## src/rtl/vrseq_pkg.sv

```systemverilog
// Shared constants and types of the regulator start-up and phase sequencer.
// Assumes a 50 MHz system clock and a classic Wishbone register bus.
package vrseq_pkg;

  // System clock rate
  localparam int CLK_HZ = 50_000_000;
  // Strap sampling delay after enable, in milliseconds
  localparam int STRAP_WAIT_MS = 8;
  // Same delay in clock cycles
  localparam int STRAP_WAIT_CYC = STRAP_WAIT_MS * (CLK_HZ / 1000);

  // Reference step size in microvolts per code
  localparam int REF_LSB_UV = 6250;
  // Reference level that ends standard buck mode, in millivolts
  localparam int SYNC_REF_MV = 480;
  // Highest code still at or below that level
  localparam logic [7:0] SYNC_REF_CODE = 8'((SYNC_REF_MV * 1000) / REF_LSB_UV);

  // Boot reference codes, one byte per two-pin boot pattern
  localparam logic [31:0] BOOT_TABLE = 32'hB0A09080;
  // Bits in one serial voltage command
  localparam logic [3:0] VID_CMD_BITS = 4'h8;
  // Bits in one telemetry word
  localparam logic [3:0] TELEM_BITS = 4'h8;

  // Register byte offsets
  localparam logic [7:0] REG_CTRL = 8'h00;
  localparam logic [7:0] REG_STATUS = 8'h04;
  localparam logic [7:0] REG_VID = 8'h08;
  localparam logic [7:0] REG_STRAP = 8'h0C;

  // Control field positions
  localparam int CTRL_CCM_BIT = 0;
  localparam int CTRL_DIV_LSB = 8;
  // Control value after reset: continuous mode, slew divider 0x10
  localparam logic [15:0] CTRL_RESET = 16'h1001;

  // Sequencer states, Gray coded along the start-up path
  typedef enum logic [2:0] {
    VRSEQ_OFF = 3'b000,
    VRSEQ_STRAP = 3'b001,
    VRSEQ_RAMP = 3'b011,
    VRSEQ_GOOD = 3'b010,
    VRSEQ_RUN = 3'b110
  } vrseq_state_e;

  // Reference codes that travel together
  typedef struct packed {
    logic [1:0] boot;
    logic [7:0] target;
    logic [7:0] dac;
  } vrseq_vid_s;

  // Sampled configuration straps
  typedef struct packed {
    logic cfg_b;
    logic cfg_a;
  } vrseq_cfg_s;

endpackage : vrseq_pkg

```

## src/rtl/vrseq_phase.sv

```systemverilog
// One pulse channel: raises its pulse on its clock, drops it at the window level.
// Assumes the ripple input is already synchronised to clk_sys.
module vrseq_phase (
  input wire logic clk_sys,
  input wire logic reset,
  input wire logic phase_clk,
  input wire logic ripple_hit,
  input wire logic chan_on,
  input wire logic sync_mode,
  output logic pwm_out,
  output logic pwm_oe_n
);
  import vrseq_pkg::*;

  // Pulse level and pin drive enable
  always_ff @(posedge clk_sys) begin
    if (reset || !chan_on) begin
      // Disabled channel floats, driver turns both devices off
      pwm_out <= 1'b0;
      pwm_oe_n <= 1'b1;
    end else if (phase_clk) begin
      // Clock starts the pulse
      pwm_out <= 1'b1;
      pwm_oe_n <= 1'b0;
    end else if (pwm_out && ripple_hit) begin
      // Ripple at window level ends the pulse
      pwm_out <= 1'b0;
      pwm_oe_n <= !sync_mode;
    end else if (!pwm_out) begin
      // Off time: float in standard buck, drive low in synchronous buck
      pwm_oe_n <= !sync_mode;
    end
  end

endmodule : vrseq_phase

```

## src/rtl/vrseq_top.sv

```systemverilog
// Start-up sequencer, master clock distribution and channel control.
// Assumes all pins are asynchronous to clk_sys and a Wishbone master on clk_sys.
module vrseq_top #(
  parameter int NMAIN = 4, // Main rail channel count
  parameter int STRAP_WAIT = vrseq_pkg::STRAP_WAIT_CYC // Strap wait in cycles
) (
  input wire logic clk_sys,
  input wire logic reset,
  // Wishbone slave
  input wire logic wb_cyc_i,
  input wire logic wb_stb_i,
  input wire logic wb_we_i,
  input wire logic [7:0] wb_adr_i,
  input wire logic [3:0] wb_sel_i,
  input wire logic [31:0] wb_dat_i,
  output logic [31:0] wb_dat_o,
  output logic wb_ack_o,
  // Analog comparator and strap pins
  input wire logic bias_por_ok,
  input wire logic enable,
  input wire logic main_comp_reached,
  input wire logic aux_comp_reached,
  input wire logic [NMAIN:0] ripple_at_window,
  input wire logic [NMAIN-1:0] phase_sense_strap,
  input wire logic aux_sense_strap,
  input wire logic config_strap_a,
  input wire logic config_strap_b,
  // Serial voltage-ID link
  input wire logic vid_serial_clock,
  input wire logic vid_serial_data,
  input wire logic host_power_ok,
  output logic telem_data_out,
  output logic telem_data_oe_n,
  output logic voltage_change_ack,
  // Power stage side
  output logic main_ramp_restart,
  output logic aux_ramp_restart,
  output logic [NMAIN:0] pwm_out,
  output logic [NMAIN:0] pwm_oe_n,
  output logic continuous_mode_select,
  output logic [7:0] reference_code,
  output logic main_power_good,
  output logic aux_power_good
);
  import vrseq_pkg::*;

  // Refuse channel counts the rotation cannot serve
  if (NMAIN < 1 || NMAIN > 4) begin : g_bad_nmain
    $error("NMAIN must be 1 to 4");
  end
  if (STRAP_WAIT < 1) begin : g_bad_wait
    $error("STRAP_WAIT must be at least 1");
  end

  localparam int NSYNC = 2 * NMAIN + 11; // Synchronised pin count
  localparam int WAIT_W = $clog2(STRAP_WAIT + 1); // Wait counter width

  logic [NSYNC-1:0] pins_raw; // Raw pin vector
  logic [NSYNC-1:0] pins_s1; // First synchroniser stage
  logic [NSYNC-1:0] pins_s2; // Second synchroniser stage
  logic por_s, en_s, mcomp_s, acomp_s, vclk_s, vdat_s, pok_s; // Synced pins
  logic cfga_s, cfgb_s, astrap_s; // Synced straps
  logic [NMAIN:0] ripple_s; // Synced window comparators
  logic [NMAIN-1:0] strap_s; // Synced sense straps
  logic mcomp_d, acomp_d, vclk_d; // Edge detect history
  logic master_pulse, aux_pulse; // One-shot clocks
  logic vclk_rise, vclk_fall; // Link clock edges
  vrseq_state_e state; // Sequencer state
  logic [WAIT_W-1:0] wait_cnt; // Strap wait counter
  logic [15:0] step_cnt; // Soft-start step prescaler
  logic [15:0] ctrl; // Control register
  vrseq_vid_s vid; // Boot, target and present codes
  vrseq_cfg_s cfg; // Sampled configuration straps
  logic [1:0] phase_idx; // Next phase to clock
  logic [2:0] active_cnt; // Active main phases
  logic [NMAIN:0] phase_clk; // Per-channel clock pulses
  logic [NMAIN:0] chan_on; // Per-channel enable
  logic main_off; // Main rail disabled by strap
  logic sync_mode; // Synchronous buck after threshold
  logic [7:0] cmd_shift; // Incoming command bits
  logic [3:0] cmd_cnt; // Command bit count
  logic ack_pending; // Raised code waiting for ramp
  logic telem_on; // Telemetry phase reached
  logic [7:0] telem_shift; // Outgoing telemetry bits
  logic [3:0] telem_cnt; // Telemetry bit count
  logic running; // Rails switching
  logic wb_req; // New bus request

  // Pin vector in fixed order
  assign pins_raw = {aux_sense_strap, config_strap_b, config_strap_a, phase_sense_strap,
                     ripple_at_window, host_power_ok, vid_serial_data, vid_serial_clock,
                     aux_comp_reached, main_comp_reached, enable, bias_por_ok};

  // Two-stage synchroniser for every pin
  always_ff @(posedge clk_sys) begin
    if (reset) begin
      pins_s1 <= '0;
      pins_s2 <= '0;
    end else begin
      pins_s1 <= pins_raw;
      pins_s2 <= pins_s1;
    end
  end

  // Split the synchronised vector
  assign {astrap_s, cfgb_s, cfga_s, strap_s, ripple_s, pok_s, vdat_s, vclk_s,
          acomp_s, mcomp_s, en_s, por_s} = pins_s2;

  // Edge history of synchronised levels
  always_ff @(posedge clk_sys) begin
    if (reset) begin
      mcomp_d <= 1'b0;
      acomp_d <= 1'b0;
      vclk_d <= 1'b0;
    end else begin
      mcomp_d <= mcomp_s;
      acomp_d <= acomp_s;
      vclk_d <= vclk_s;
    end
  end

  assign master_pulse = mcomp_s && !mcomp_d;
  assign aux_pulse = acomp_s && !acomp_d;
  assign vclk_rise = vclk_s && !vclk_d;
  assign vclk_fall = !vclk_s && vclk_d;

  // Ramp restart pulses back to the analog ramps
  always_ff @(posedge clk_sys) begin
    if (reset) begin
      main_ramp_restart <= 1'b0;
      aux_ramp_restart <= 1'b0;
    end else begin
      main_ramp_restart <= master_pulse;
      aux_ramp_restart <= aux_pulse;
    end
  end

  // Active phase count: first strapped channel ends the rail
  always_comb begin
    active_cnt = 3'(NMAIN);
    for (int i = NMAIN - 1; i >= 1; i--) begin
      if (strap_s[i]) begin
        active_cnt = 3'(i);
      end
    end
  end

  assign main_off = strap_s[0];
  assign running = (state == VRSEQ_RAMP) || (state == VRSEQ_GOOD) || (state == VRSEQ_RUN);

  // Rotating phase pointer
  always_ff @(posedge clk_sys) begin
    if (reset || !running) begin
      phase_idx <= 2'h0;
    end else if (master_pulse) begin
      if (3'(phase_idx) + 3'h1 >= active_cnt) begin
        phase_idx <= 2'h0; // single phase stays on one
      end else begin
        phase_idx <= phase_idx + 2'h1;
      end
    end
  end

  // Clock pulse and enable for each channel
  generate
    for (genvar g = 0; g <= NMAIN; g++) begin : g_chan
      if (g < NMAIN) begin : g_main
        assign phase_clk[g] = master_pulse && (phase_idx == 2'(g));
        assign chan_on[g] = running && !main_off && (g < active_cnt) && !strap_s[g];
      end else begin : g_aux
        assign phase_clk[g] = aux_pulse;
        assign chan_on[g] = running && !astrap_s;
      end
      vrseq_phase u_phase (
        .clk_sys(clk_sys),
        .reset(reset),
        .phase_clk(phase_clk[g]),
        .ripple_hit(ripple_s[g]),
        .chan_on(chan_on[g]),
        .sync_mode(sync_mode),
        .pwm_out(pwm_out[g]),
        .pwm_oe_n(pwm_oe_n[g])
      );
    end
  endgenerate

  // Start-up state machine
  always_ff @(posedge clk_sys) begin
    if (reset || !por_s || !en_s) begin
      state <= VRSEQ_OFF;
    end else begin
      case (state)
        VRSEQ_OFF: begin
          // Bias and enable both good, in either order
          state <= VRSEQ_STRAP;
        end
        VRSEQ_STRAP: begin
          // Strap window elapsed
          if (wait_cnt == WAIT_W'(STRAP_WAIT - 1)) begin
            state <= VRSEQ_RAMP;
          end
        end
        VRSEQ_RAMP: begin
          // Ramp reached boot level
          if (vid.dac == vid.target) begin
            state <= VRSEQ_GOOD;
          end
        end
        VRSEQ_GOOD: begin
          // Host confirms power
          if (pok_s) begin
            state <= VRSEQ_RUN;
          end
        end
        default: begin
          state <= VRSEQ_RUN;
        end
      endcase
    end
  end

  // Strap wait counter and strap sampling
  always_ff @(posedge clk_sys) begin
    if (reset) begin
      wait_cnt <= '0;
      cfg <= '0;
    end else if (state == VRSEQ_STRAP) begin
      wait_cnt <= wait_cnt + WAIT_W'(1);
      cfg <= '{cfg_b: cfgb_s, cfg_a: cfga_s};
    end else begin
      wait_cnt <= '0;
    end
  end

  // Reference codes: boot latch, soft-start and voltage moves
  always_ff @(posedge clk_sys) begin
    if (reset) begin
      vid <= '0;
      step_cnt <= '0;
    end else if (state == VRSEQ_OFF) begin
      vid.dac <= 8'h00;
      step_cnt <= '0;
      if (por_s && en_s) begin
        vid.boot <= {vclk_s, vdat_s};
        vid.target <= BOOT_TABLE[{vclk_s, vdat_s, 3'h0} +: 8];
      end
    end else begin
      if (state == VRSEQ_RUN && cmd_cnt == VID_CMD_BITS - 4'h1 && vclk_rise) begin
        vid.target <= {cmd_shift[6:0], vdat_s};
      end
      if (state != VRSEQ_STRAP && vid.dac != vid.target) begin
        // Digital ramp, one code per slew interval
        if (step_cnt == {ctrl[15:CTRL_DIV_LSB], 8'hFF}) begin
          step_cnt <= '0;
          vid.dac <= (vid.dac < vid.target) ? vid.dac + 8'h01 : vid.dac - 8'h01;
        end else begin
          step_cnt <= step_cnt + 16'h0001;
        end
      end
    end
  end

  // Standard buck until the code first passes the threshold, synchronous from then until off
  always_ff @(posedge clk_sys) begin
    if (reset || state == VRSEQ_OFF) begin
      sync_mode <= 1'b0;
    end else if (vid.dac > SYNC_REF_CODE) begin
      sync_mode <= 1'b1;
    end
  end

  // Serial command receiver, live only after host power ok
  always_ff @(posedge clk_sys) begin
    if (reset || state != VRSEQ_RUN) begin
      cmd_shift <= 8'h00;
      cmd_cnt <= 4'h0;
    end else if (vclk_rise) begin
      cmd_shift <= {cmd_shift[6:0], vdat_s};
      cmd_cnt <= (cmd_cnt == VID_CMD_BITS - 4'h1) ? 4'h0 : cmd_cnt + 4'h1;
    end
  end

  // Acknowledge of a raised code once the ramp lands
  always_ff @(posedge clk_sys) begin
    if (reset || state != VRSEQ_RUN) begin
      ack_pending <= 1'b0;
      voltage_change_ack <= 1'b0;
    end else begin
      if (cmd_cnt == VID_CMD_BITS - 4'h1 && vclk_rise
          && {cmd_shift[6:0], vdat_s} > vid.target) begin
        ack_pending <= 1'b1;
      end else if (ack_pending && vid.dac == vid.target) begin
        ack_pending <= 1'b0;
      end
      voltage_change_ack <= ack_pending && (vid.dac == vid.target);
    end
  end

  // Telemetry of the present code, shifted out on link clock falls
  always_ff @(posedge clk_sys) begin
    if (reset || state != VRSEQ_RUN) begin
      telem_on <= 1'b0;
      telem_shift <= 8'h00;
      telem_cnt <= 4'h0;
      telem_data_out <= 1'b0;
      telem_data_oe_n <= 1'b1;
    end else begin
      if (voltage_change_ack) begin
        telem_on <= 1'b1;
      end
      telem_data_oe_n <= !telem_on;
      if (telem_on && vclk_fall) begin
        if (telem_cnt == 4'h0) begin
          telem_shift <= {vid.dac[6:0], 1'b0};
          telem_data_out <= vid.dac[7];
          telem_cnt <= TELEM_BITS - 4'h1;
        end else begin
          telem_shift <= {telem_shift[6:0], 1'b0};
          telem_data_out <= telem_shift[7];
          telem_cnt <= telem_cnt - 4'h1;
        end
      end
    end
  end

  // Status outputs
  always_ff @(posedge clk_sys) begin
    if (reset) begin
      main_power_good <= 1'b0;
      aux_power_good <= 1'b0;
      continuous_mode_select <= 1'b0;
      reference_code <= 8'h00;
    end else begin
      main_power_good <= (state == VRSEQ_GOOD || state == VRSEQ_RUN) && !main_off;
      aux_power_good <= (state == VRSEQ_GOOD || state == VRSEQ_RUN) && !astrap_s;
      continuous_mode_select <= ctrl[CTRL_CCM_BIT];
      reference_code <= vid.dac;
    end
  end

  assign wb_req = wb_cyc_i && wb_stb_i && !wb_ack_o;

  // Wishbone answer one cycle after the request
  always_ff @(posedge clk_sys) begin
    if (reset) begin
      wb_ack_o <= 1'b0;
      wb_dat_o <= 32'h00000000;
    end else begin
      wb_ack_o <= wb_req;
      if (wb_req && !wb_we_i) begin
        if (wb_adr_i == REG_CTRL) begin
          wb_dat_o <= {16'h0000, ctrl};
        end else if (wb_adr_i == REG_STATUS) begin
          wb_dat_o <= {20'h00000, 1'(main_off), active_cnt, 1'(sync_mode),
                       1'(aux_power_good), 1'(main_power_good), 2'h0, 3'(state)};
        end else if (wb_adr_i == REG_VID) begin
          wb_dat_o <= {14'h0000, vid};
        end else if (wb_adr_i == REG_STRAP) begin
          wb_dat_o <= {25'h0000000, 1'(astrap_s), 2'(cfg), 4'(strap_s)};
        end else begin
          wb_dat_o <= 32'h00000000;
        end
      end
    end
  end

  // Control register writes with byte lanes
  always_ff @(posedge clk_sys) begin
    if (reset) begin
      ctrl <= CTRL_RESET;
    end else if (wb_req && wb_we_i && wb_adr_i == REG_CTRL) begin
      if (wb_sel_i[0]) begin
        ctrl[7:0] <= wb_dat_i[7:0];
      end
      if (wb_sel_i[1]) begin
        ctrl[15:8] <= wb_dat_i[15:8];
      end
    end
  end

endmodule : vrseq_top

```

## config.mk

```make
export PLATFORM = sky130hd
export DESIGN_NAME = vrseq_top
export DESIGN_NICKNAME = d
export VERILOG_FILES = /design/src/rtl/vrseq_pkg.sv /design/src/rtl/vrseq_phase.sv /design/src/rtl/vrseq_top.sv
export SDC_FILE = /design/constraint.sdc
export NUM_CORES = 1
export LEC_CHECK = 0
export ABC_AREA = 0
export BUFFER_PORTS_ARGS = -buffer_cell sky130_fd_sc_hd__buf_2
export CAP_MARGIN = 25
export CELL_PAD_IN_SITES_DETAIL_PLACEMENT = 0
export CELL_PAD_IN_SITES_GLOBAL_PLACEMENT = 1
export CORE_MARGIN = 4
export CORE_UTILIZATION = 33
export CTS_CLUSTER_SIZE = 40
export DETAILED_ROUTE_END_ITERATION = 8
export PLACE_DENSITY_LB_ADDON = 0.1
export SLEW_MARGIN = 20
export SYNTH_ARGS = -nofsm -noshare
export SYNTH_HDL_FRONTEND = slang
export SYNTH_HIERARCHICAL = 1
export SYNTH_SLANG_ARGS = --single-unit
```

## constraint.sdc

```tcl
create_clock -name clk_sys -period 3.1 [get_ports clk_sys]
set_input_delay 0.465 -clock clk_sys [delete_from_list [all_inputs] [get_ports clk_sys]]
set_output_delay 0.465 -clock clk_sys [all_outputs]
set_load 0.02 [all_outputs]
```

==> out/qor.log, run 1 <==
qor: status.outcome finished clean
qor: timing.slew-limit-headroom 41.6%
qor: timing.finalHoldViolCount 0
qor: power.highest_ir_drop_seen_on_vdd 261 uV
qor: worst_hold_path.min_delay_path_depth 2
qor: clocking.clk_pin_slew 0.08 ns
qor: setup_path.critPathKind register to register
qor: die.design.core.area 24200 um^2
qor: worst_hold_path.min_to pins_s1[9]$_SDFF_PP0_
qor: timing.fin_tns_setup 0 ns
qor: drt.routed-via-count 6127
qor: drt.vias_per_cell 4.65
qor: setup_path.rrSetupSlack 0.14 ns
qor: final_layout.final_cell_mix dfxtp_1, nor2_1, buf_2
qor: timing.fin_crit 2.96 ns
qor: drt.route.antenna.remaining_nets 0
qor: die.die_y 165 um
qor: final_layout.final_common_cell dfxtp_1
qor: global_routing.pin_count_of_the_biggest_net_entering_global_routing 84
qor: setup_path.r2r_cells 14
qor: yosys.synth-warning-count 6
qor: yosys.post-synth-top-area-fraction 46.3%
qor: die.starting_density_of_the_core 33.4%
qor: timing.worst_slew_pin_slew 0.873 ns
qor: run.maxcap_viol_count 0
qor: setup_path.startpoint_type register
qor: drt.wire_per_inst 15.3 um
qor: placed_design.gpl.final_weighted_congestion 0.797
qor: setup_path.critical_path_arrival 3.32 ns
qor: setup_path.crit_path_end_kind register
qor: setup_path.worstPathMaxFanout 4
qor: global_routing.first_global_vias 5768
qor: clocking.cts_inserted_buffers 17
qor: global_routing.gr_overflow_total 0
qor: worst_hold_path.holdCritPathClass input pin to register
qor: die.pin_count 127
qor: final_layout.finish.net_count 1084
qor: yosys.synth_cells 869
qor: setup_path.reg2reg_from vid[9]$_SDFFE_PP0P_
qor: yosys.syn_avg_cell_area 9.31 um^2
qor: placed_design.detailed_place_hpwl 14500 um
qor: final_layout.design_area 9650 um^2
qor: timing.finClkSkew 0.0115 ns
qor: clocking.clock_tree.root_cell clkbuf_16
qor: yosys.synth.area.top_cells dfxtp_1, ha_1, nor2b_1, nor2_1, mux2i_1
qor: final_layout.area_growth 19.2%
qor: die.fp.dieArea 27100 um^2
qor: final_layout.finish.cell_count_without_fillers 1319
qor: placed_design.io_buffers 94
qor: yosys.synthesis.area 8090 um^2
qor: worst_hold_path.holdCritStartpoint ripple_at_window[2]
qor: drt.initialDrtViolationCount 284
qor: yosys.yosysSeqAreaShare 46.3%
qor: yosys.asyncSetResetFlopFracSynth 0%
qor: die.floorplan.rows 57
qor: yosys.synth-edff-count 0
qor: power.power_leakage 3.92 nW
qor: placed_design.placedInstanceArea 9010 um^2
qor: clocking.tritoncts yes
qor: timing.finalSetupViolations 0
qor: clocking.clock_insertion_delay_worst_skew 0.43 ns
qor: setup_path.worst_r2r_endpoint vid[7]$_SDFFE_PP0P_
qor: clocking.htree_num_levels 4
qor: yosys.post_synth_num_cell_types 57
qor: power.total_power 4.78 mW
qor: yosys.synthFlopType dfxtp_1
qor: power.powerDensity 495 nW/um^2
qor: placed_design.total_instance_count_after_detailed_placement 1285
qor: final_layout.final_core_util 39.8%
qor: yosys.ys_ff_latch 187
qor: timing.drv_slew 0
qor: drt.wl 20100 um
qor: clocking.cts-root-to-sink-buffers 2
qor: global_routing.globalRouteTotalUtil 15.1%
qor: final_layout.post_route_cells_drive_above_1_share 19.6%
qor: drt.drt_drc_violations_left 0
qor: die.width_of_the_die 165 um
qor: setup_path.crit_required 3.46 ns
qor: clocking.cts_sinks 187
qor: final_layout.fillCellCount 2519
qor: global_routing.grt_first_pass_wirelength 31700 um
qor: yosys.synth_top_area_cell dfxtp_1
qor: global_routing.grt_antenna_before_repair 2
qor: drt.firstDrtPassIters 6
qor: timing.period_share 95.6%
qor: timing.clock.fmax 338 MHz
[area by class of cell]
cell class,count,area (um^2),area share (%)
Tap cell,324,405,4.20
Clock buffer,17,425,4.41
Antenna cell,1,2.50,0.0259
Inverter,23,86.3,0.895
Clock inverter,14,150,1.56
Timing Repair Buffer,129,739,7.67
Multi-Input combinational cell,624,4090,42.4
Sequential cell,187,3740,38.8
[registers in the layout (all words and copies together) (netlist names), 2 cells and up]
| register | cells |
|---|---|
| state | 3 |
| vid | 18 |
| wb_dat_o | 18 |
| cfg | 2 |
| cmd_shift | 7 |
| g_chan.u_phase/pwm_oe_n | 5 |
| reference_code | 8 |
| pins_s1 | 19 |
| phase_idx | 2 |
| g_chan.u_phase/pwm_out | 5 |
| telem_shift | 7 |
| ctrl | 16 |
| cmd_cnt | 4 |
| telem_cnt | 4 |
| wait_cnt | 19 |
| pins_s2 | 19 |
| step_cnt | 16 |
[per-stage QoR]
| stage | hold WS, ns | setup WS, ns |
|---|---|---|
| after floorplan | 0.377 | 0.0505 |
| after global placement | 0.415 | -0.00607 |
| after detailed placement | 0.420 | -0.0186 |
| after CTS | 0.213 | 0.00667 |
| after global routing | 0.219 | -0.00426 |
| final | 0.234 | 0.138 |
[layer usage]
metal	vias to the layer above	part of all wire, %	track usage, %
met3	13	3.6	3.34
met4	2	0.83	4.20
met2	84	47	23.9
li1	3201	-	-
met5	-	0.035	0
met1	2827	49	20.8
[logic make-up (layout without fill, tap and decap cells)]
logic type / Yosys count / after routing / share of synthesized area [%]
fa+ha+maj: 34 / 34 / 5.35
xor+xnor: 37 / 37 / 4.00
other cells: 1 / 15 / 0.0463
mux: 42 / 42 / 6.03
buf+inv: 71 / 183 / 4.22
flops: 187 / 187 / 46.3
simple gates: 360 / 360 / 23.2
compound gates: 137 / 137 / 10.9
[power by group]
group | internal, mW | leakage [nW] | total, mW | switching, mW
clock network | 1.14 | 0.287 | 2.17 | 1.03
registers | 2.43 | 1.52 | 2.44 | 0.0143
logic | 0.0677 | 2.11 | 0.166 | 0.0982
[Yosys cell counts, types with 3 or more instances]
cell,number
nor2b_1,62
nor2b_4,5
buf_4,14
mux2_2,4
dfxtp_1,187
and2_1,6
buf_2,6
a211oi_1,11
ha_1,33
o311ai_2,5
o21a_1,5
and4_1,3
nand3_1,24
and3_1,9
mux2i_1,33
nand2b_1,10
a22oi_1,15
a21oi_1,59
o21ai_0,18
inv_1,23
xor2_1,26
o22ai_1,3
a31oi_1,3
nand2_1,72
or3_1,15
nor3b_1,3
nor4_1,3
xnor2_1,11
clkbuf_1,25
nand4_1,14
nor3_1,21
nor2_1,95
nand4bb_1,5
or2_2,5
mux4_2,5
a21o_1,5
[worst max-delay path by stage]
stage	end	slack (ns)	cells after the start	from
2_1_floorplan	vid[7]$_SDFFE_PP0P_	0.05	13	vid[1]$_SDFFE_PP0P_
6_report	vid[7]$_SDFFE_PP0P_	0.14	14	vid[9]$_SDFFE_PP0P_
3_3_place_gp	vid[7]$_SDFFE_PP0P_	-0.006	14	vid[9]$_SDFFE_PP0P_
3_5_place_dp	vid[7]$_SDFFE_PP0P_	-0.02	14	vid[9]$_SDFFE_PP0P_
5_1_grt	vid[7]$_SDFFE_PP0P_	-0.004	14	vid[9]$_SDFFE_PP0P_
4_1_cts	vid[7]$_SDFFE_PP0P_	0.007	14	vid[9]$_SDFFE_PP0P_
[timing repair]
action / CTS / global route
setup buffers: 1 / 1
hold buffers: 0 / 0
resized for setup: 0 / 9
endpoints found under the setup margin: 2 / 3
gates cloned: 0 / 0
pin swaps: 2 / 11
[worst max-delay path: stages, from the launching register on]
cell and delay, ns:
dfxtp_2 0.33, inv_2 0.08, ha_4 0.20, nor2b_1 0.12, o211ai_1 0.17, a21oi_1 0.09
a211o_1 0.34, buf_4 0.17, ha_1 0.31, a41oi_1 0.21, o21ai_1 0.12, o31ai_2 0.21
xor2_1 0.10, or3_1 0.31, a21oi_1 0.13
Note: power is estimated with default switching activity, not from simulation.
==> run 2, diff against run 1 <==
PLACE_DENSITY = 0.74   (was not set)
PLACE_DENSITY_LB_ADDON = not set   (was 0.1)
==> run 2 against run 1 <==
Net effect: final cell count fell by 0.83%; first-iteration DRC count grew 48%; clock skew down 0.0019 ns; sequential share of layout area grew 0.22 points; maximum frequency shrank 0.21%; critical path depth is the same; sequential power about the same; critical endpoint unchanged; largest cell class unchanged.
==> out/qor.log, run 2 (synthesis results as in run 1) <==
qor: placed_design.detailed_place_hpwl 14000 um [was 14500 um]
qor: global_routing.grtUsageMet1 19.7% [was 20.8%]
qor: placed_design.placedInstanceArea 8940 um^2 [was 9010 um^2]
qor: timing.clock.fmax 337 MHz [was 338 MHz]
qor: clocking.clock_insertion_delay_worst_skew 0.43 ns [about the same]
qor: global_routing.grt_antenna_before_repair 0 [was 2]
qor: setup_path.worst_r2r_endpoint vid[7]$_SDFFE_PP0P_ [unchanged]
qor: setup_path.startpoint_type register [unchanged]
qor: final_layout.fillCellCount 2461 [was 2519]
qor: clocking.cts_setup_buffers 0 [was 1]
qor: setup_path.crit_required 3.46 ns [about the same]
qor: worst_hold_path.holdCritPathClass input pin to register [unchanged]
qor: drt.drt_drc_violations_left 0 [unchanged]
qor: timing.drv_slew 0 [unchanged]
qor: die.width_of_the_die 165 um [unchanged]
qor: clocking.clk_pin_slew 0.07 ns [was 0.08 ns]
qor: placed_design.gpl.final_weighted_congestion 0.877 [was 0.797]
qor: timing.fin_crit 2.97 ns [was 2.96 ns]
qor: global_routing.globalRouteTotalUtil 14.4% [was 15.1%]
qor: timing.finClkSkew 0.00961 ns [was 0.0115 ns]
qor: clocking.clock_tree.root_cell clkbuf_16 [unchanged]
qor: clocking.cts-root-to-sink-buffers 2 [unchanged]
qor: global_routing.gr_layer_usage_met2 22.8% [was 23.9%]
qor: final_layout.design_area 9590 um^2 [was 9650 um^2]
qor: setup_path.reg2reg_from vid[9]$_SDFFE_PP0P_ [unchanged]
qor: final_layout.area_growth 18.5% [was 19.2%]
qor: final_layout.biggestRegsByFlops pins_s1: 19 flops, pins_s2: 19 flops, wait_cnt: 19 flops [unchanged]
qor: drt.wire_per_inst 14.8 um [was 15.3 um]
qor: die.design.core.area 24200 um^2 [unchanged]
qor: timing.finalHoldViolCount 0 [unchanged]
qor: worst_hold_path.min_delay_path_depth 2 [unchanged]
qor: setup_path.critical-path-slowest-cell dfxtp_1 [was a211o_1]
qor: global_routing.grt_first_pass_wirelength 31200 um [was 31700 um]
qor: setup_path.cp_slowest_stage_delay 0.33 ns [was 0.34 ns]
qor: setup_path.crit_path_end_kind register [unchanged]
qor: timing.finalSetupViolations 0 [unchanged]
qor: global_routing.grt_most_used_layer met2 [unchanged]
qor: setup_path.rrSetupSlack 0.13 ns [was 0.14 ns]
qor: worst_hold_path.holdCritStartpoint ripple_at_window[4] [was ripple_at_window[2]]
qor: drt.firstDrtPassIters 4 [was 6]
qor: die.fp.dieArea 27100 um^2 [unchanged]
qor: clocking.tritoncts yes [unchanged]
qor: final_layout.finish.net_count 1073 [was 1084]
qor: global_routing.gr_overflow_total 0 [unchanged]
qor: die.die_y 165 um [unchanged]
qor: global_routing.first_global_vias 5866 [was 5768]
qor: global_routing.grtUsageMet3 2.80% [was 3.34%]
qor: timing.worst_slew_pin_slew 0.963 ns [was 0.873 ns]
qor: drt.wl 19300 um [was 20100 um]
qor: timing.slew-limit-headroom 35.6% [was 41.6%]
qor: timing.worst_hold_slack 0.239 ns [was 0.234 ns]
qor: run.maxcap_viol_count 0 [unchanged]
qor: power.powerDensity 493 nW/um^2 [was 495 nW/um^2]
qor: setup_path.worstPathMaxFanout 2 [was 4]
qor: setup_path.critical_path_arrival 3.32 ns [about the same]
qor: final_layout.post_route_cells_drive_above_1_share 19.0% [was 19.6%]
qor: worst_hold_path.min_to pins_s1[11]$_SDFF_PP0_ [was pins_s1[9]$_SDFF_PP0_]
qor: power.highest_ir_drop_seen_on_vdd 352 uV [was 261 uV]
qor: power.power_leakage 3.86 nW [was 3.92 nW]
qor: die.floorplan.rows 57 [unchanged]
qor: final_layout.final_common_cell dfxtp_1 [unchanged]
qor: clocking.htree_num_levels 4 [unchanged]
qor: die.starting_density_of_the_core 33.4% [unchanged]
qor: status.outcome finished clean [unchanged]
qor: drt.route.antenna.remaining_nets 0 [unchanged]
qor: timing.period_share 95.8% [was 95.6%]
qor: clocking.cts_inserted_buffers 17 [unchanged]
qor: die.pin_count 127 [unchanged]
qor: drt.vias_per_cell 4.76 [was 4.65]
qor: placed_design.io_buffers 94 [unchanged]
qor: clocking.cts_sinks 187 [unchanged]
qor: power.total_power 4.72 mW [was 4.78 mW]
qor: setup_path.critPathKind register to register [unchanged]
qor: final_layout.final_cell_mix dfxtp_1, nor2_1, buf_2 [unchanged]
qor: drt.initialDrtViolationCount 421 [was 284]
qor: final_layout.insertedDiodeCount 0 [was 1]
qor: clocking.cts_hold_buf 0 [unchanged]
qor: setup_path.r2r_cells 14 [unchanged]
qor: global_routing.pin_count_of_the_biggest_net_entering_global_routing 46 [was 84]
qor: setup_path.worstPathCellList inv_1 > ha_1 > nor2b_1 > o211ai_1 > a21oi_1 > a211o_1 > ha_1 > a21o_1 > a41oi_2 > o21ai_2 > o31ai_2 > xor2_1 > or3_1 > a21oi_1 [was inv_2 > ha_4 > nor2b_1 > o211ai_1 > a21oi_1 > a211o_1 > buf_4 > ha_1 > a41oi_1 > o21ai_1 > o31ai_2 > xor2_1 > or3_1 > a21oi_1]
qor: drt.routed-via-count 6232 [was 6127]
## run 2: metal layers
layer	up-vias	share of wire, %
met5	-	0
met4	0	2.2
met3	26	4.1
met2	118	45
met1	2915	48
li1	3173	-
## run 2: worst max-delay path: cells and delay by family (launching register included)
family          cells  cell delay [ns]
compound gates      8             1.40
flops               1             0.33
simple gates        2             0.44
xor+xnor            1             0.10
fa+ha+maj           2             0.56
buf+inv             1             0.08
## run 2: cell type report
cell class                 instances  area [um^2]  area share, %
clock inverter                    13          129           1.34
inverter                          23         86.3          0.900
clock buffer                      19          453           4.72
multi-input combinational        624         4120           43.0
sequential                       187         3740           39.0
timing repair buffer             118          653           6.81
tap                              324          405           4.23
## run 2: worst max path at each step
stage	from	end	slack (ns)
2_1_floorplan	vid[1]$_SDFFE_PP0P_	vid[7]$_SDFFE_PP0P_	0.05
3_3_place_gp	vid[9]$_SDFFE_PP0P_	vid[7]$_SDFFE_PP0P_	0.07
3_5_place_dp	vid[9]$_SDFFE_PP0P_	vid[7]$_SDFFE_PP0P_	0.04
4_1_cts	vid[9]$_SDFFE_PP0P_	vid[7]$_SDFFE_PP0P_	0.009
5_1_grt	vid[9]$_SDFFE_PP0P_	vid[7]$_SDFFE_PP0P_	-0.02
6_report	vid[9]$_SDFFE_PP0P_	vid[7]$_SDFFE_PP0P_	0.13
## run 2: timing repair
| item | 4_1_cts | 5_1_grt |
|---|---|---|
| hold endpoints to repair | 0 | 0 |
| setup endpoints to repair | 1 | 2 |
| resized for setup | 2 | 8 |
| pin swaps | 1 | 3 |
## run 2: where the power goes
part | switching [mW] | internal, mW
Combinational | 0.102 | 0.0676
Sequential | 0.0146 | 2.43
Clock | 1.01 | 1.11
Total | 1.12 | 3.60
## run 2: per-stage QoR
step	TNS, ns	util [%]	cells	worst slack (ns)
2_1_floorplan	0	-	882	0.0505
4_1_cts	0	39.3	1308	0.00904
6_report	0	39.5	1308	0.131
3_3_place_gp	0	36.9	1276	0.0738
3_5_place_dp	0	36.9	1276	0.0384
5_1_grt	-0.0241	39.5	1308	-0.0241
==> run 3, diff against run 2 <==
BUFFER_PORTS_ARGS = -buffer_cell sky130_fd_sc_hd__clkbuf_2   (was -buffer_cell sky130_fd_sc_hd__buf_2)
SYNTH_HIERARCHICAL = not set   (was 1)
==> run 3 against run 2 <==
Net effect: the flow now finishes with violations (setup timing); core utilization increased by 0.78 points; power increased by 0.38%; clock power about the same; final cell count increased by 1.1%; count of clock-buffer cells in the layout unchanged; critical path depth is 2 lower; maximum frequency decreased by 9.3%; global-route usage down 0.10 points; critical endpoint unchanged.
==> out/qor.log, run 3 <==
qor: power.highest_ir_drop_seen_on_vdd 357 uV [was 352 uV]
qor: yosys.synthMostInstantiatedCell dfxtp_1 [unchanged]
qor: global_routing.grt_antenna_before_repair 0 [unchanged]
qor: clocking.clock_tree.root_cell clkbuf_16 [unchanged]
qor: die.pin_count 127 [unchanged]
qor: clocking.clock_insertion_delay_worst_skew 0.44 ns [was 0.43 ns]
qor: timing.finalHoldViolCount 0 [unchanged]
qor: die.floorplan.rows 57 [unchanged]
qor: drt.drt_drc_violations_left 0 [unchanged]
qor: drt.wire_per_inst 14.6 um [was 14.8 um]
qor: clocking.tritoncts yes [unchanged]
qor: timing.finalSetupViolations 1 [was 0]
qor: drt.route.antenna.remaining_nets 0 [unchanged]
qor: status.violations setup timing
qor: power.powerDensity 485 nW/um^2 [was 493 nW/um^2]
qor: die.design.core.area 24200 um^2 [unchanged]
qor: setup_path.critPathKind register to register [unchanged]
qor: yosys.synth.area.top_cells dfxtp_1, ha_1, nor2_1, nor2b_1, mux2i_1 [was dfxtp_1, ha_1, nor2b_1, nor2_1, mux2i_1]
qor: yosys.ys_ff_latch 187 [unchanged]
qor: final_layout.biggestRegsByFlops pins_s1: 19 flops, pins_s2: 19 flops, wait_cnt: 19 flops [unchanged]
qor: setup_path.cp_slowest_stage_delay 0.47 ns [was 0.33 ns]
qor: clocking.cts_inserted_buffers 17 [unchanged]
qor: timing.worst_hold_slack 0.231 ns [was 0.239 ns]
qor: timing.finClkSkew 0.0134 ns [was 0.00961 ns]
qor: timing.fin_crit 3.27 ns [was 2.97 ns]
qor: setup_path.worst-path-buf-inv 0 [was 1]
qor: timing.drv_slew 0 [unchanged]
qor: setup_path.critical_path_arrival 3.59 ns [was 3.32 ns]
qor: yosys.synth_cells 875 [was 869]
qor: die.width_of_the_die 165 um [about the same]
qor: final_layout.area_growth 20.4% [was 18.5%]
qor: global_routing.pin_count_of_the_biggest_net_entering_global_routing 53 [was 46]
qor: yosys.synth-edff-count 0 [unchanged]
qor: global_routing.globalRouteTotalUtil 14.3% [was 14.4%]
qor: worst_hold_path.holdCritStartpoint ripple_at_window[2] [was ripple_at_window[4]]
qor: yosys.syn_avg_cell_area 9.28 um^2 [was 9.31 um^2]
qor: final_layout.post_route_cells_drive_above_1_share 21.5% [was 19.0%]
qor: timing.clock.fmax 305 MHz [was 337 MHz]
qor: setup_path.critPathTopFamily simple AND/OR/NAND/NOR gates [was compound AO/OA/AOI/OAI gates]
qor: yosys.post_synth_num_cell_types 61 [was 57]
qor: worst_hold_path.holdCritPathClass input pin to register [unchanged]
qor: final_layout.final_core_util 40.3% [was 39.5%]
qor: yosys.asyncSetResetFlopFracSynth 0% [unchanged]
qor: yosys.synth.cells.most_frequent dfxtp_1, nor2_1, nor2b_1, nand2_1, a21oi_1 [was dfxtp_1, nor2_1, nand2_1, nor2b_1, a21oi_1]
qor: timing.rsz0062_at_grt true
qor: status.outcome finished, violations left [was finished clean]
qor: setup_path.worstPathCellList ha_4 > nor2b_1 > o211ai_1 > a21boi_1 > or3_4 > ha_4 > nand3_2 > o211ai_1 > o41ai_2 > or4_4 > a21oi_4 > mux2_4 [was inv_1 > ha_1 > nor2b_1 > o211ai_1 > a21oi_1 > a211o_1 > ha_1 > a21o_1 > a41oi_2 > o21ai_2 > o31ai_2 > xor2_1 > or3_1 > a21oi_1]
qor: yosys.yosysSeqAreaShare 46.1% [was 46.3%]
qor: clocking.cts-root-to-sink-buffers 2 [unchanged]
qor: global_routing.first_global_vias 5804 [was 5866]
qor: timing.layout_setup_ws -0.173 ns [was 0.131 ns]
qor: final_layout.finish.net_count 1088 [was 1073]
qor: die.starting_density_of_the_core 33.5% [was 33.4%]
qor: final_layout.final_cell_mix dfxtp_1, nor2_1, clkbuf_2 [was dfxtp_1, nor2_1, buf_2]
qor: yosys.synthesis.area 8120 um^2 [was 8090 um^2]
qor: run.maxcap_viol_count 0 [unchanged]
qor: setup_path.worstPathMaxFanout 6 [was 2]
qor: placed_design.detailed_place_hpwl 14100 um [was 14000 um]
qor: placed_design.io_buffers 94 [unchanged]
qor: yosys.synthFlopType dfxtp_1 [unchanged]
qor: setup_path.critical-path-slowest-cell or3_4 [was dfxtp_1]
qor: placed_design.gpl.final_weighted_congestion 0.818 [was 0.877]
qor: timing.worst_slew_pin_slew 0.856 ns [was 0.963 ns]
qor: setup_path.startpoint_type register [unchanged]
qor: global_routing.grt_first_pass_wirelength 30900 um [was 31200 um]
qor: die.die_y 165 um [about the same]
qor: drt.initialDrtViolationCount 334 [was 421]
qor: setup_path.crit_path_end_kind register [unchanged]
qor: setup_path.reg2reg_from vid[1]$_SDFFE_PP0P_ [was vid[9]$_SDFFE_PP0P_]
qor: final_layout.insertedDiodeCount 0 [unchanged]
qor: clocking.cts_sinks 187 [unchanged]
qor: final_layout.final_common_cell dfxtp_1 [unchanged]
qor: yosys.synth_top_area_cell dfxtp_1 [unchanged]
qor: timing.slew-limit-headroom 42.7% [was 35.6%]
qor: die.fp.dieArea 27200 um^2 [was 27100 um^2]
qor: power.power_leakage 3.90 nW [was 3.86 nW]
qor: global_routing.gr_overflow_total 0 [unchanged]
qor: clocking.htree_num_levels 4 [unchanged]
qor: drt.vias_per_cell 4.73 [was 4.76]
qor: clocking.clk_pin_slew 0.07 ns [about the same]
qor: setup_path.critPathLaunch vid[1]$_SDFFE_PP0P_ [was vid[9]$_SDFFE_PP0P_]
qor: drt.routed-via-count 6264 [was 6232]
qor: drt.firstDrtPassIters 4 [unchanged]
qor: drt.wl 19300 um [about the same]
qor: setup_path.crit_required 3.42 ns [was 3.46 ns]
qor: timing.fin_tns_setup -0.173 ns [was 0 ns]
qor: yosys.synth-warning-count 0 [was 6]
qor: timing.period_share 106% [was 95.8%]
qor: yosys.post-synth-top-area-fraction 46.1% [was 46.3%]
-- run 3: cell count changes in the layout (fill, tap and decap cells not counted), moves of 6 or more --
cell | before | now
a21oi_1 | 57 | 43
buf_2 | 93 | 0
buf_4 | 25 | 47
clkbuf_2 | 0 | 93
nand2_1 | 72 | 61
nand3b_1 | 1 | 7
nor2_1 | 95 | 109
xnor2_1 | 11 | 17
xor2_1 | 26 | 19
-- run 3: timing repair --
item	4_1_cts	5_1_grt
resized for setup	3	9
hold buffers	0	0
pin swaps	5	7
setup buffers	0	1
endpoints found under the setup margin	2	3
-- run 3: worst paths after layout --
check             cells after the start  slack (ns)                          end
setup / recovery                     12       -0.17          vid[7]$_SDFFE_PP0P_
hold / removal                        2        0.23        pins_s1[9]$_SDFF_PP0_
setup reg to reg                     12       -0.17          vid[7]$_SDFFE_PP0P_
hold reg to reg                       1        0.42  aux_ramp_restart$_SDFF_PP0_
-- run 3: per-layer routing --
layer | track usage [%] | part of all wire, % | up-vias
met4 | 4.12 | 1.1 | 0
met2 | 23.3 | 46 | 124
met3 | 3.07 | 4.8 | 16
met5 | 0 | 0 | -
met1 | 19.2 | 48 | 2919
li1 | - | - | 3205
-- run 3: per-stage QoR --
stage	setup slack, ns	cell area [um^2]	cells	power, mW
global placement	-0.199	9130	1290	2.67
finish	-0.173	9780	1323	4.74
global route	-0.319	9780	1323	4.91
CTS	-0.181	9720	1322	4.80
floorplan	-0.0310	8250	888	2.62
detailed placement	-0.251	9130	1290	2.67
-- run 3: area by class of cell --
| type | count | area, um^2 |
|---|---|---|
| Fill cell | 2472 | 14500 |
| Multi-Input combinational cell | 617 | 4140 |
| Sequential cell | 187 | 3750 |
| Timing Repair Buffer | 140 | 818 |
| Clock buffer | 19 | 453 |
| Tap cell | 324 | 405 |
| Clock inverter | 13 | 125 |
| Inverter | 23 | 86.3 |
-- run 3: logic make-up after synthesis --
logic type	count (synthesis)	synth area share [%]
AOI/OAI and AO/OA	139	10.9
xor gates and xnor gates	36	3.88
adders and majority gates	34	5.33
buffers and inverters	84	5.16
DFF	187	46.1
muxes	46	6.52
other	1	0.0462
and+or+nand+nor	348	22.0
-- run 3: worst reg2reg max path, delay by kind of cell (launching register included) --
kind	cells	cell delay (ns)
simple gates	4	1.11
flops	1	0.35
compound gates	5	0.85
mux	1	0.31
fa+ha+maj	2	0.55
-- run 3: where the power goes --
group          leakage (nW)  internal, mW  switching (mW)
registers              1.52          2.43          0.0138
logic                  2.09        0.0742           0.103
clock network         0.287          1.11            1.02
total                  3.90          3.61            1.14
